===== config.mk =====
export PLATFORM = sky130hd
export DESIGN_NAME = otdc_top
export DESIGN_NICKNAME = d
export VERILOG_FILES = /design/src/verilog/otdc_pkg.sv /design/src/verilog/otdc_top.sv
export VERILOG_INCLUDE_DIRS = /design/src /design/src/verilog
export SDC_FILE = /design/constraint.sdc
export NUM_CORES = 1
export LEC_CHECK = 0
export BUFFER_PORTS_ARGS = -buffer_cell sky130_fd_sc_hd__buf_4
export CAP_MARGIN = 20
export CORE_MARGIN = 4
export CORE_UTILIZATION = 60
export CTS_CLUSTER_DIAMETER = 120
export DETAILED_ROUTE_END_ITERATION = 8
export PLACE_DENSITY = 0.8
export SETUP_SLACK_MARGIN = 0.1
export SYNTH_ARGS = -nofsm -noshare
export SYNTH_HDL_FRONTEND = slang
export SYNTH_SLANG_ARGS = --single-unit

===== constraint.sdc =====
create_clock -name sys_clk -period 13.9 [get_ports sys_clk]
set_clock_uncertainty 0.1 [all_clocks]
set_input_delay 0.695 -clock sys_clk [delete_from_list [all_inputs] [get_ports sys_clk]]
set_output_delay 0.695 -clock sys_clk [all_outputs]
set_load 0.005 [all_outputs]

===== src/verilog/otdc_map.svh =====
// Register map, field positions, reset values and timing counts of the tap delay control.
`ifndef OTDC_MAP_SVH
`define OTDC_MAP_SVH
// Register byte offsets on the Wishbone bus.
`define OTDC_CFG_OFS        4'h0
`define OTDC_VALUE_OFS      4'h4
`define OTDC_RATIO_OFS      4'h8
`define OTDC_STATUS_OFS     4'hC
// Configuration field positions.
`define OTDC_CFG_MODE_LO    0
`define OTDC_CFG_MODE_HI    1
`define OTDC_CFG_FMT_TIME   2
`define OTDC_CFG_WIDTH8     3
`define OTDC_CFG_CLKTYPE    4
`define OTDC_CFG_POS_LO     5
`define OTDC_CFG_POS_HI     7
// Reset values.
`define OTDC_CFG_RST        32'h0000_0004
`define OTDC_VALUE_RST      32'h0000_0000
`define OTDC_RATIO_RST      32'h0000_0033
// Tap line geometry.
`define OTDC_TAP_W          9
// Timing: times in ns, clock period in ps, counts derived (least times round up).
`define OTDC_CLK_PERIOD_PS  25000
`define OTDC_DELAY_READY_NS  1000
`define OTDC_COMP_READY_NS   2000
`define OTDC_DELAY_READY_CYC \
   (((`OTDC_DELAY_READY_NS * 1000) + `OTDC_CLK_PERIOD_PS - 1) / `OTDC_CLK_PERIOD_PS)
`define OTDC_COMP_READY_CYC  \
   (((`OTDC_COMP_READY_NS * 1000) + `OTDC_CLK_PERIOD_PS - 1) / `OTDC_CLK_PERIOD_PS)
`endif


===== src/verilog/otdc_pkg.sv =====
// Types shared by the output tap delay control.
package otdc_pkg;
   // Delay line operating mode.
   typedef enum logic [1:0] {
      OTDC_FIXED,
      OTDC_VARIABLE,
      OTDC_VAR_LOAD,
      OTDC_MODE_SPARE
   } otdc_mode_e;
   typedef logic [8:0] otdc_tap_t;
endpackage : otdc_pkg


===== src/verilog/otdc_top.sv =====
// Output tap delay control with pad receive path and Wishbone register slave.
`timescale 1ns/100ps
`include "otdc_map.svh"

module otdc_top (
   // Clock and reset.
   input  wire logic        sys_clk,
   input  wire logic        sys_rst,
   // Wishbone classic slave.
   input  wire logic        wb_cyc_i,
   input  wire logic        wb_stb_i,
   input  wire logic        wb_we_i,
   input  wire logic [3:0]  wb_adr_i,
   input  wire logic [3:0]  wb_sel_i,
   input  wire logic [31:0] wb_dat_i,
   output logic             wb_ack_o,
   output logic      [31:0] wb_dat_o,
   // Fabric tap control.
   input  wire logic        compensation_enable,
   input  wire logic        step_req,
   input  wire logic        step_dir,
   input  wire logic        tap_load_strobe,
   input  wire logic [8:0]  tap_load_bus,
   output logic      [8:0]  tap_readback_bus,
   output logic             delay_ready,
   output logic             compensation_ready,
   // Pad receive path.
   input  wire logic        pad_input,
   output logic      [7:0]  par_q,
   output logic             par_valid,
   output logic             strobe_fwd
);

   logic [31:0] cfg_r, value_r, ratio_r;
   logic        ack_r;
   logic [31:0] rdat_r;
   logic [8:0]  tap_r, base_r;
   logic [7:0]  cal_cnt_r;
   logic        delay_ready_r, comp_ready_r;
   logic        pad_m_r, pad_s_r;
   logic [7:0]  shift_r, q_r;
   logic [2:0]  bit_cnt_r;
   logic        valid_r, fwd_r;

   // Configuration decode.
   wire otdc_pkg::otdc_mode_e mode_w =
      otdc_pkg::otdc_mode_e'(cfg_r[`OTDC_CFG_MODE_HI:`OTDC_CFG_MODE_LO]);
   wire       fmt_time = cfg_r[`OTDC_CFG_FMT_TIME];
   wire       width8   = cfg_r[`OTDC_CFG_WIDTH8];
   wire       clk_type = cfg_r[`OTDC_CFG_CLKTYPE];
   wire [2:0] slice_pos = cfg_r[`OTDC_CFG_POS_HI:`OTDC_CFG_POS_LO];
   wire       is_fixed = (mode_w != otdc_pkg::OTDC_VARIABLE) &&
                         (mode_w != otdc_pkg::OTDC_VAR_LOAD);

   // Bus decode; unmapped offsets ack with zero data and ignore writes.
   wire        req      = wb_cyc_i & wb_stb_i & ~ack_r;
   wire        wr       = req & wb_we_i;
   wire [31:0] lane_m   = {{8{wb_sel_i[3]}}, {8{wb_sel_i[2]}}, {8{wb_sel_i[1]}}, {8{wb_sel_i[0]}}};
   wire        cfg_err  = clk_type & (slice_pos != 3'h0);
   wire [31:0] status_w = {19'h0_0000, cfg_err, comp_ready_r, delay_ready_r, 1'b0, tap_r};
   wire [31:0] rd_mux   = (wb_adr_i == `OTDC_CFG_OFS)    ? cfg_r   :
                          (wb_adr_i == `OTDC_VALUE_OFS)  ? value_r :
                          (wb_adr_i == `OTDC_RATIO_OFS)  ? ratio_r :
                          (wb_adr_i == `OTDC_STATUS_OFS) ? status_w : 32'h0000_0000;

   // Registers answer one cycle after the request is seen; ack lasts one cycle.
   always_ff @(posedge sys_clk or posedge sys_rst) begin
      if (sys_rst) begin
         ack_r   <= 1'b0;
         rdat_r  <= 32'h0000_0000;
         cfg_r   <= `OTDC_CFG_RST;
         value_r <= `OTDC_VALUE_RST;
         ratio_r <= `OTDC_RATIO_RST;
      end else begin
         ack_r  <= req;
         rdat_r <= req ? rd_mux : 32'h0000_0000;
         if (wr && wb_adr_i == `OTDC_CFG_OFS) cfg_r <= (cfg_r & ~lane_m) | (wb_dat_i & lane_m);
         if (wr && wb_adr_i == `OTDC_VALUE_OFS) value_r <= (value_r & ~lane_m) | (wb_dat_i & lane_m);
         if (wr && wb_adr_i == `OTDC_RATIO_OFS) ratio_r <= (ratio_r & ~lane_m) | (wb_dat_i & lane_m);
      end
   end

   // The ratio scales picoseconds to taps for the output tap line.
   wire [31:0] ps_prod = value_r[15:0] * ratio_r[15:0];
   wire [8:0]  base_w  = fmt_time ? ps_prod[16:8] : value_r[8:0];

   // Compensation runs only in time format with the enable held high.
   wire       comp_on = fmt_time & compensation_enable & delay_ready_r;
   wire [8:0] tap_cmp = comp_on ? 9'(tap_r + base_w - base_r) : tap_r;
   wire [8:0] tap_stp = step_dir ? 9'(tap_cmp + 9'h001) : 9'(tap_cmp - 9'h001);
   wire       stp_ok  = step_req & ~is_fixed;
   wire       load_ok = tap_load_strobe & (mode_w == otdc_pkg::OTDC_VAR_LOAD);
   // A load beats a step in the same cycle; fixed mode ignores both.
   wire [8:0] tap_nxt = (~delay_ready_r || is_fixed) ? base_w :
                        load_ok ? tap_load_bus :
                        stp_ok  ? tap_stp : tap_cmp;

   // Tap state; the base follows the configured delay while compensating, before delay ready and in fixed mode.
   always_ff @(posedge sys_clk or posedge sys_rst) begin
      if (sys_rst) begin
         tap_r  <= 9'h000;
         base_r <= 9'h000;
      end else begin
         tap_r <= tap_nxt;
         if (comp_on || !delay_ready_r || is_fixed) base_r <= base_w;
      end
   end

   // Calibration sequencer: delay ready after a fixed time, then compensation
   // ready once the enable has been high long enough in total; a drop pauses the count without clearing it.
   always_ff @(posedge sys_clk or posedge sys_rst) begin
      if (sys_rst) begin
         cal_cnt_r <= 8'h00;
         delay_ready_r <= 1'b0;
         comp_ready_r  <= 1'b0;
      end else begin
         // One counter serves both phases, since they never overlap.
         // Compensation ready is sticky: a later drop of the enable does not clear it,
         // so fabric can run several updates without a new calibration.
         if (!delay_ready_r) begin
            cal_cnt_r <= cal_cnt_r + 8'h01;
            if (cal_cnt_r == 8'(`OTDC_DELAY_READY_CYC - 1)) begin
               delay_ready_r <= 1'b1;
               cal_cnt_r     <= 8'h00;
            end
         end else if (!comp_ready_r && compensation_enable) begin
            cal_cnt_r <= cal_cnt_r + 8'h01;
            if (cal_cnt_r == 8'(`OTDC_COMP_READY_CYC - 1)) comp_ready_r <= 1'b1;
         end
      end
   end

   // Receive path; the pad is asynchronous so it passes two flip-flops first.
   wire       q5_ok    = ~((slice_pos == 3'h0) || (slice_pos == 3'h6)) | delay_ready_r;
   wire [2:0] last_bit = width8 ? 3'h7 : 3'h3;
   wire       word_end = (bit_cnt_r == last_bit);
   wire [7:0] word_w   = {shift_r[6:0], pad_s_r};
   // Width 4 keeps the upper nibble quiet apart from the raw stream on bit 5.
   wire [7:0] q_nxt    = width8 ? (word_end ? word_w : q_r) :
                         {2'b00, pad_s_r & q5_ok, 1'b0, word_end ? word_w[3:0] : q_r[3:0]};

   // Parallel output is launched on the read clock, one word per frame.
   always_ff @(posedge sys_clk or posedge sys_rst) begin
      if (sys_rst) begin
         pad_m_r   <= 1'b0;
         pad_s_r   <= 1'b0;
         shift_r   <= 8'h00;
         bit_cnt_r <= 3'h0;
         q_r       <= 8'h00;
         valid_r   <= 1'b0;
         fwd_r     <= 1'b0;
      end else begin
         pad_m_r   <= pad_input;
         pad_s_r   <= pad_m_r;
         shift_r   <= word_w;
         bit_cnt_r <= word_end ? 3'h0 : 3'(bit_cnt_r + 3'h1);
         q_r       <= q_nxt;
         valid_r   <= word_end;
         fwd_r     <= clk_type & (slice_pos == 3'h0) & pad_s_r;
      end
   end

   // Outputs straight from flip-flops.
   assign wb_ack_o           = ack_r;
   assign wb_dat_o           = rdat_r;
   assign tap_readback_bus   = tap_r;
   assign delay_ready        = delay_ready_r;
   assign compensation_ready = comp_ready_r;
   assign par_q              = q_r;
   assign par_valid          = valid_r;
   assign strobe_fwd         = fwd_r;

   // Checks on the tap engine, calibration, receive path and bus.
   a_fixed_tap_cfg: assert property (@(posedge sys_clk) disable iff (sys_rst)
      is_fixed && delay_ready_r |=> tap_r == $past(base_w))
      else $error("Fixed mode tap left the configured value.");
   // Count format takes the value as a raw tap count, independent of the ratio.
   a_count_raw_taps: assert property (@(posedge sys_clk) disable iff (sys_rst)
      is_fixed && !fmt_time && delay_ready_r |=> tap_r == $past(value_r[8:0]))
      else $error("Count format tap differs from the configured value.");
   a_step_up_wrap: assert property (@(posedge sys_clk) disable iff (sys_rst)
      delay_ready_r && !comp_on && mode_w == otdc_pkg::OTDC_VARIABLE && step_req && step_dir
      |=> tap_r == 9'($past(tap_r) + 9'h001))
      else $error("Step up did not add exactly one tap.");
   // A step down removes exactly one tap.
   a_step_down: assert property (@(posedge sys_clk) disable iff (sys_rst)
      delay_ready_r && !comp_on && mode_w == otdc_pkg::OTDC_VARIABLE && step_req && !step_dir
      |=> tap_r == 9'($past(tap_r) - 9'h001))
      else $error("Step down did not remove exactly one tap.");
   a_step_dn_wrap: assert property (@(posedge sys_clk) disable iff (sys_rst)
      delay_ready_r && !comp_on && !is_fixed && !load_ok && step_req && !step_dir
      && tap_r == 9'h000
      |=> tap_r == 9'h1FF)
      else $error("Step down from zero did not wrap to the top tap.");
   a_load_wins: assert property (@(posedge sys_clk) disable iff (sys_rst)
      delay_ready_r && mode_w == otdc_pkg::OTDC_VAR_LOAD && tap_load_strobe && step_req
      |=> tap_r == $past(tap_load_bus))
      else $error("Load did not override a same-cycle step.");
   // Load mode takes the presented tap value one cycle after the strobe.
   a_load_taken: assert property (@(posedge sys_clk) disable iff (sys_rst)
      delay_ready_r && mode_w == otdc_pkg::OTDC_VAR_LOAD && tap_load_strobe
      |=> tap_r == $past(tap_load_bus))
      else $error("Load mode did not take the presented tap.");
   // Variable mode must ignore a load strobe.
   a_var_no_load: assert property (@(posedge sys_clk) disable iff (sys_rst)
      delay_ready_r && !comp_on && mode_w == otdc_pkg::OTDC_VARIABLE && tap_load_strobe
      && !step_req |=> $stable(tap_r))
      else $error("Variable mode accepted a load.");
   a_count_no_comp: assert property (@(posedge sys_clk) disable iff (sys_rst)
      delay_ready_r && !fmt_time && !is_fixed && !step_req && !tap_load_strobe
      |=> $stable(tap_r))
      else $error("Count format tap moved without a command.");
   a_time_comp_track: assert property (@(posedge sys_clk) disable iff (sys_rst)
      comp_on && !is_fixed && !step_req && !tap_load_strobe
      |=> tap_r == 9'($past(tap_r) + $past(base_w) - $past(base_r)))
      else $error("Compensation did not track the base delay.");
   a_q5_gated: assert property (@(posedge sys_clk) disable iff (sys_rst)
      !width8 && slice_pos == 3'h6 && !delay_ready_r |=> !par_q[5])
      else $error("Raw stream visible before delay ready.");
   // Once delay ready, width 4 shows the synchronised pad level on bit 5.
   a_w4_raw_bit: assert property (@(posedge sys_clk) disable iff (sys_rst)
      !width8 && delay_ready_r |=> par_q[5] == $past(pad_s_r))
      else $error("Raw stream missing on bit 5 in width 4.");
   a_w4_upper_quiet: assert property (@(posedge sys_clk) disable iff (sys_rst)
      !width8 |=> par_q[7:6] == 2'b00 && !par_q[4])
      else $error("Unused parallel bits driven in width 4.");
   a_w8_word: assert property (@(posedge sys_clk) disable iff (sys_rst)
      width8 && word_end |=> par_valid && par_q == $past(word_w))
      else $error("Width 8 word not delivered.");
   // A new word is flagged for a single read clock cycle.
   a_valid_pulse: assert property (@(posedge sys_clk) disable iff (sys_rst)
      par_valid |=> !par_valid)
      else $error("Word flag lasted more than one cycle.");
   // A misplaced clock slice must never forward its pad.
   a_no_fwd_misplaced: assert property (@(posedge sys_clk) disable iff (sys_rst)
      clk_type && slice_pos != 3'h0 |=> !strobe_fwd)
      else $error("Strobe forwarded from a misplaced slice.");
   a_strobe_pos: assert property (@(posedge sys_clk) disable iff (sys_rst)
      strobe_fwd |-> $past(slice_pos) == 3'h0)
      else $error("Strobe forwarded from a nonzero position.");
   a_ready_order: assert property (@(posedge sys_clk) disable iff (sys_rst)
      $rose(compensation_ready) |-> delay_ready && $past(compensation_enable))
      else $error("Compensation ready came before delay ready.");
   a_bus_ack: assert property (@(posedge sys_clk) disable iff (sys_rst)
      wb_cyc_i && wb_stb_i && !wb_ack_o |=> wb_ack_o ##1 !wb_ack_o)
      else $error("Bus ack not a single cycle after request.");
   // Read data stays quiet outside an acknowledged cycle.
   a_idle_read_data: assert property (@(posedge sys_clk) disable iff (sys_rst)
      !wb_ack_o |-> wb_dat_o == 32'h0000_0000)
      else $error("Read data driven without an ack.");

   // Main scenarios that the bench is expected to reach.

   c_var_step:  cover property (@(posedge sys_clk) disable iff (sys_rst)
      mode_w == otdc_pkg::OTDC_VARIABLE && stp_ok ##1 stp_ok);
   c_load:      cover property (@(posedge sys_clk) disable iff (sys_rst) load_ok);
   c_comp_move: cover property (@(posedge sys_clk) disable iff (sys_rst)
      comp_on && base_w != base_r);
   c_word8:     cover property (@(posedge sys_clk) disable iff (sys_rst) width8 && par_valid);
   c_comp_rdy:  cover property (@(posedge sys_clk) disable iff (sys_rst)
      $rose(compensation_ready));

endmodule : otdc_top


-- Word-level counts from Yosys, hierarchy flattened
Index checks and enable logic that the tools add are counted.
- $add $sub $neg: 6
- multiply operators: 1
- equal/unequal tests: 12
- mux-type cells: 21
- bitwise operators: 24
- reductions and logical operators: 15
- operators with widths (cell ; count):
    $and A32 B32 Y32 ; 4
    $mux W32 ; 4
    $or A32 B32 Y32 ; 3
    $mux W9 ; 6
    $mux W8 ; 5
    $not A32 Y32 ; 1
    $mul A16 B16 Y17 ; 1
    $mux W13 ; 1
    $and A1 B1 Y1 ; 11
    $add A9 B1 Y9 const B ; 1
    $add A9 B9 Y9 ; 1
    $sub A9 B1 Y9 const B ; 1
    $sub A9 B9 Y9 ; 1
    $add A8 B1 Y8 const B ; 1
    $eq A4 B4 Y1 const B ; 2
    $eq A8 B6 Y1 const B ; 1
    $eq A8 B7 Y1 const B ; 1
    $mux W3 ; 2
    $ne A2 B1 Y1 const B ; 3
    $logic_and A1 B1 Y1 ; 5
    $eq A4 B3 Y1 const B ; 1
    $logic_not A4 Y1 ; 1
    $logic_or A1 B1 Y1 ; 4
    $mux W4 ; 1
    12 further kinds ; 17
- bits in registers: 179
- input port bits: 59
- output and inout bits: 54
- word-level logic and storage cells: 97

-- Logic depth before layout (Yosys ltp)
- depth in word-level cells: 10
- depth in mapped cells: 41
- mapped depth without buffers: 39

-- Least setup slack after synthesis
Ideal clock, no wire load.
- kind: register -> register
- start: register (tool-made name)
- end: register tap_r[8], in the netlist tap_readback_bus[8]
- library setup time: 0.126 ns
- data arrival time: 8.296 ns
- data required time: 13.674 ns
- slack: 5.378 ns
- stages on the path, launching flop included: 36
- period minus slack after synthesis: 8.522 ns
- path through: dfstp_2 > buf_2 > clkbuf_1 > nand2_1 > fa_1 > fa_1 > fa_1 > fa_1 > inv_1 > fa_1 > inv_1 > fa_1 > inv_1 > ha_1 > nand2_1 > nor2_1 > a211oi_1 > o21ai_2 > a21oi_2 > xnor2_1 > mux2i_1 > fa_1 > inv_1 > ha_1 > or2_2 > a31oi_1 > xor2_1 > o21ai_0 > ha_1 > nor2_1 > a211oi_1 > xnor2_1 > or3_1 > a211o_1 > nand3_1 > a31oi_1
- RTL lines (element ; line ; RTL):
    to (signal assigned) ; otdc_top.sv:104 ; tap_r <= tap_nxt;
    to (decl) ; otdc_top.sv:37 ; logic [8:0] tap_r, base_r;

==> run metrics <==
clk_lat worst skew=0.44 ns; type of origin of the critical path=flop; Port Buf Inserts=around 110; Min-Delay Endpoint=pad_s_r; Mapped Avg Cell Area=10.4 um^2; Syn Inst Count=1211; FF-to-FF path depth=34; routed len/inst=approximately 20 um; hold path start=pad_m_r; leakage=7.06 nW; Synth area leader=dfrtp_1; initial antenna violation count=1; Slew HR=a little over 30%; count leader, synth=dfrtp_1; PwrDens=just under 100 mW/mm^2; final instance area=roughly 0.014 mm^2; Initial Util=between 60% and 70%; number of synthesized register bits=179; Die Span X=approximately 150 um; status=complete, no violations; Clock transition at path regs=0.08 ns; Hold-fix buffers, CTS=0; Clk Tree Root Cell=clkbuf_16; # IOs=around 110; first-pass GRT wire length=between 50000 and 60000 um; Area Growth Syn to Fin=13.1%; Flop pwr share=between 40% and 50%; FILL cells=about 1500; Routed Antenna Nets=0; hold path depth=0; WL final=31500 um; Area contributors post-synth=dfrtp_1, fa_1, mux2_2, ha_1, inv_1; largest family of logic cells by synthesized area=adder cells; setup_tns=0 ns; Peak VDD IR=0.0848 mV; sequential-to-total area share from yosys stat=a little over a third; Post-Synth Simple-Gate Area=12.5%; Top FF cell, synth=dfrtp_1; fraction of registers with async set/reset=100%; P_int=between 0.9 and 1 mW; DR iter-0 viols=~800; fin crit share=65.0%; Post-synth EDFFs=0; RSZ-0062 raised after global routing=no; clock buffer depth=2; TritonRoute pass-1 iters=8; CTS tree=yes; Post-DP HPWL=approximately 22000 um; compound-cell area share of the yosys netlist=~8.7%; Final Max Slew Viols=0; DP Area=between 0.01 and 0.015 mm^2; synth cell count leaders=dfrtp_1, inv_1, nand2_1; sw frac=between 30% and 40%; Clock power frac=approximately a third; postcts setup bufs=0; multiplexer share of the synthesized area=roughly a tenth; largest net degree at the start of global routing=100; Final Core Density=a little over two thirds; Min-Delay Path Class=reg -> reg; Ys Warns=0; Comb power frac=about 22%; Worst Tran Pin Value=between 1 and 1.5 ns; area of the die=roughly 0.023 mm^2; GRT Residual Overflow=0; RD Place Congestion=a little over 0.9; # rows=between 50 and 60; Synth top area share=34.6%; CP arrival=9.24 ns; Synth Cell Area=0.0126 mm^2; CP max FO=18; Syn Nets=1438; post-layout minimum cycle time=9.03 ns; Vias/cell=5.84; layout cell share with drive strength beyond 1=between 20% and 30%; Pwr Total=1.41 mW; Setup-failing EPs final=0; Max-cap violations=0; # clock sinks=179; Core Region=between 0.02 and 0.025 mm^2; Synth Area in Adders=22.8%; GRT Total Usage=27.9%; Max Freq=111 MHz; switching power=0.465 mW; Netlist cell types=63; Num CTS Buffers=17; post-synthesis xor/xnor area fraction=4.19%; PostCTS Resize Cnt=0; fin nets=1528; die height=roughly 150 um; final hold vios=0; CP Data Required Time=~14 ns; Slowest-stage cell, CP=dfrtp_1; FF-to-FF setup slack=a little under 5 ns; WS Path Type=reg -> reg; Worst R2R End=tap_readback_bus[8]; vias in the first global route=between 9000 and 10000; max incr delay on CP=0.90 ns; via count=just over 9000; drt drc=0; Max H-tree Level=4; n_diodes=0; critical path capture point type=flop
[critical path: cells and delay by family (launching register included)]
kind,cells,cell delay [ns]
simple gates,5,1.21
fa+ha+maj,10,3.63
mux,1,0.33
buf+inv,4,0.22
flops,1,0.90
xor+xnor,3,0.35
compound gates,11,2.13
[how the worst max path moves through the flow]
| stage | startpoint | to | slack (ns) | cells past startpoint |
|---|---|---|---|---|
| after floorplan | flop | tap_readback_bus[8] | 5.38 | 35 |
| after global placement | flop | tap_readback_bus[8] | 5.14 | 33 |
| after detailed placement | flop | tap_readback_bus[8] | 4.98 | 33 |
| after CTS | flop | tap_readback_bus[8] | 4.93 | 33 |
| after global routing | flop | tap_readback_bus[8] | 4.41 | 34 |
| final | flop | tap_readback_bus[8] | 4.87 | 34 |
[logic make-up after synthesis]
logic type      count (synthesis)
compound gates                158
flops                         179
xor+xnor                       56
mux                           107
buf+inv                       215
simple gates                  328
fa+ha+maj                     168
[power groups by stage]
stage / Combinational (mW) / Sequential (mW) / Clock [mW]
finish: 0.312 / 0.605 / 0.493
global route: 0.347 / 0.609 / 0.522
CTS: 0.310 / 0.602 / 0.496
detailed placement: 0.305 / 0.612 / 0
global placement: 0.294 / 0.610 / 0
floorplan: 0.233 / 0.584 / 0
[placed cells by master, fill, tap and decap left out, drive strengths merged, types with 40 or more instances in the layout]
master	Yosys	layout
inv	167	178
dfrtp	174	174
nand2	137	137
buf	8	119
fa	102	102
mux2	101	101
and2	83	83
ha	66	66
nor2	59	59
xnor2	41	41
a21oi	40	40
[final cells by class]
class	instances	area (um^2)	share of cell area, %
repair buffers	119	913	6.41
clock inverters	15	173	1.21
flip-flops and latches	179	4490	31.5
multi-input cells	817	7270	51.1
inverters	167	632	4.44
well taps	270	338	2.37
clock buffers	17	425	2.99
[metrics by stage]
stage	hold slack, ns	std cells	setup slack (ns)
3_3_place_gp	0.238	1551	5.14
5_1_grt	0.249	1584	4.41
2_1_floorplan	0.231	1211	5.38
6_report	0.257	1584	4.87
3_5_place_dp	0.241	1551	4.98
4_1_cts	0.255	1583	4.93
[metal layers]
metal	share of wire (%)	global-route usage (%)	up-vias	wire, um
met2	49	45.9	402	15500
met3	8.9	6.79	79	2790
met4	3.4	11.0	2	1080
li1	-	-	4127	-
met1	39	36.0	4642	12100
met5	0.022	0	-	7
No activity file was read; power rests on OpenSTA's default activity.
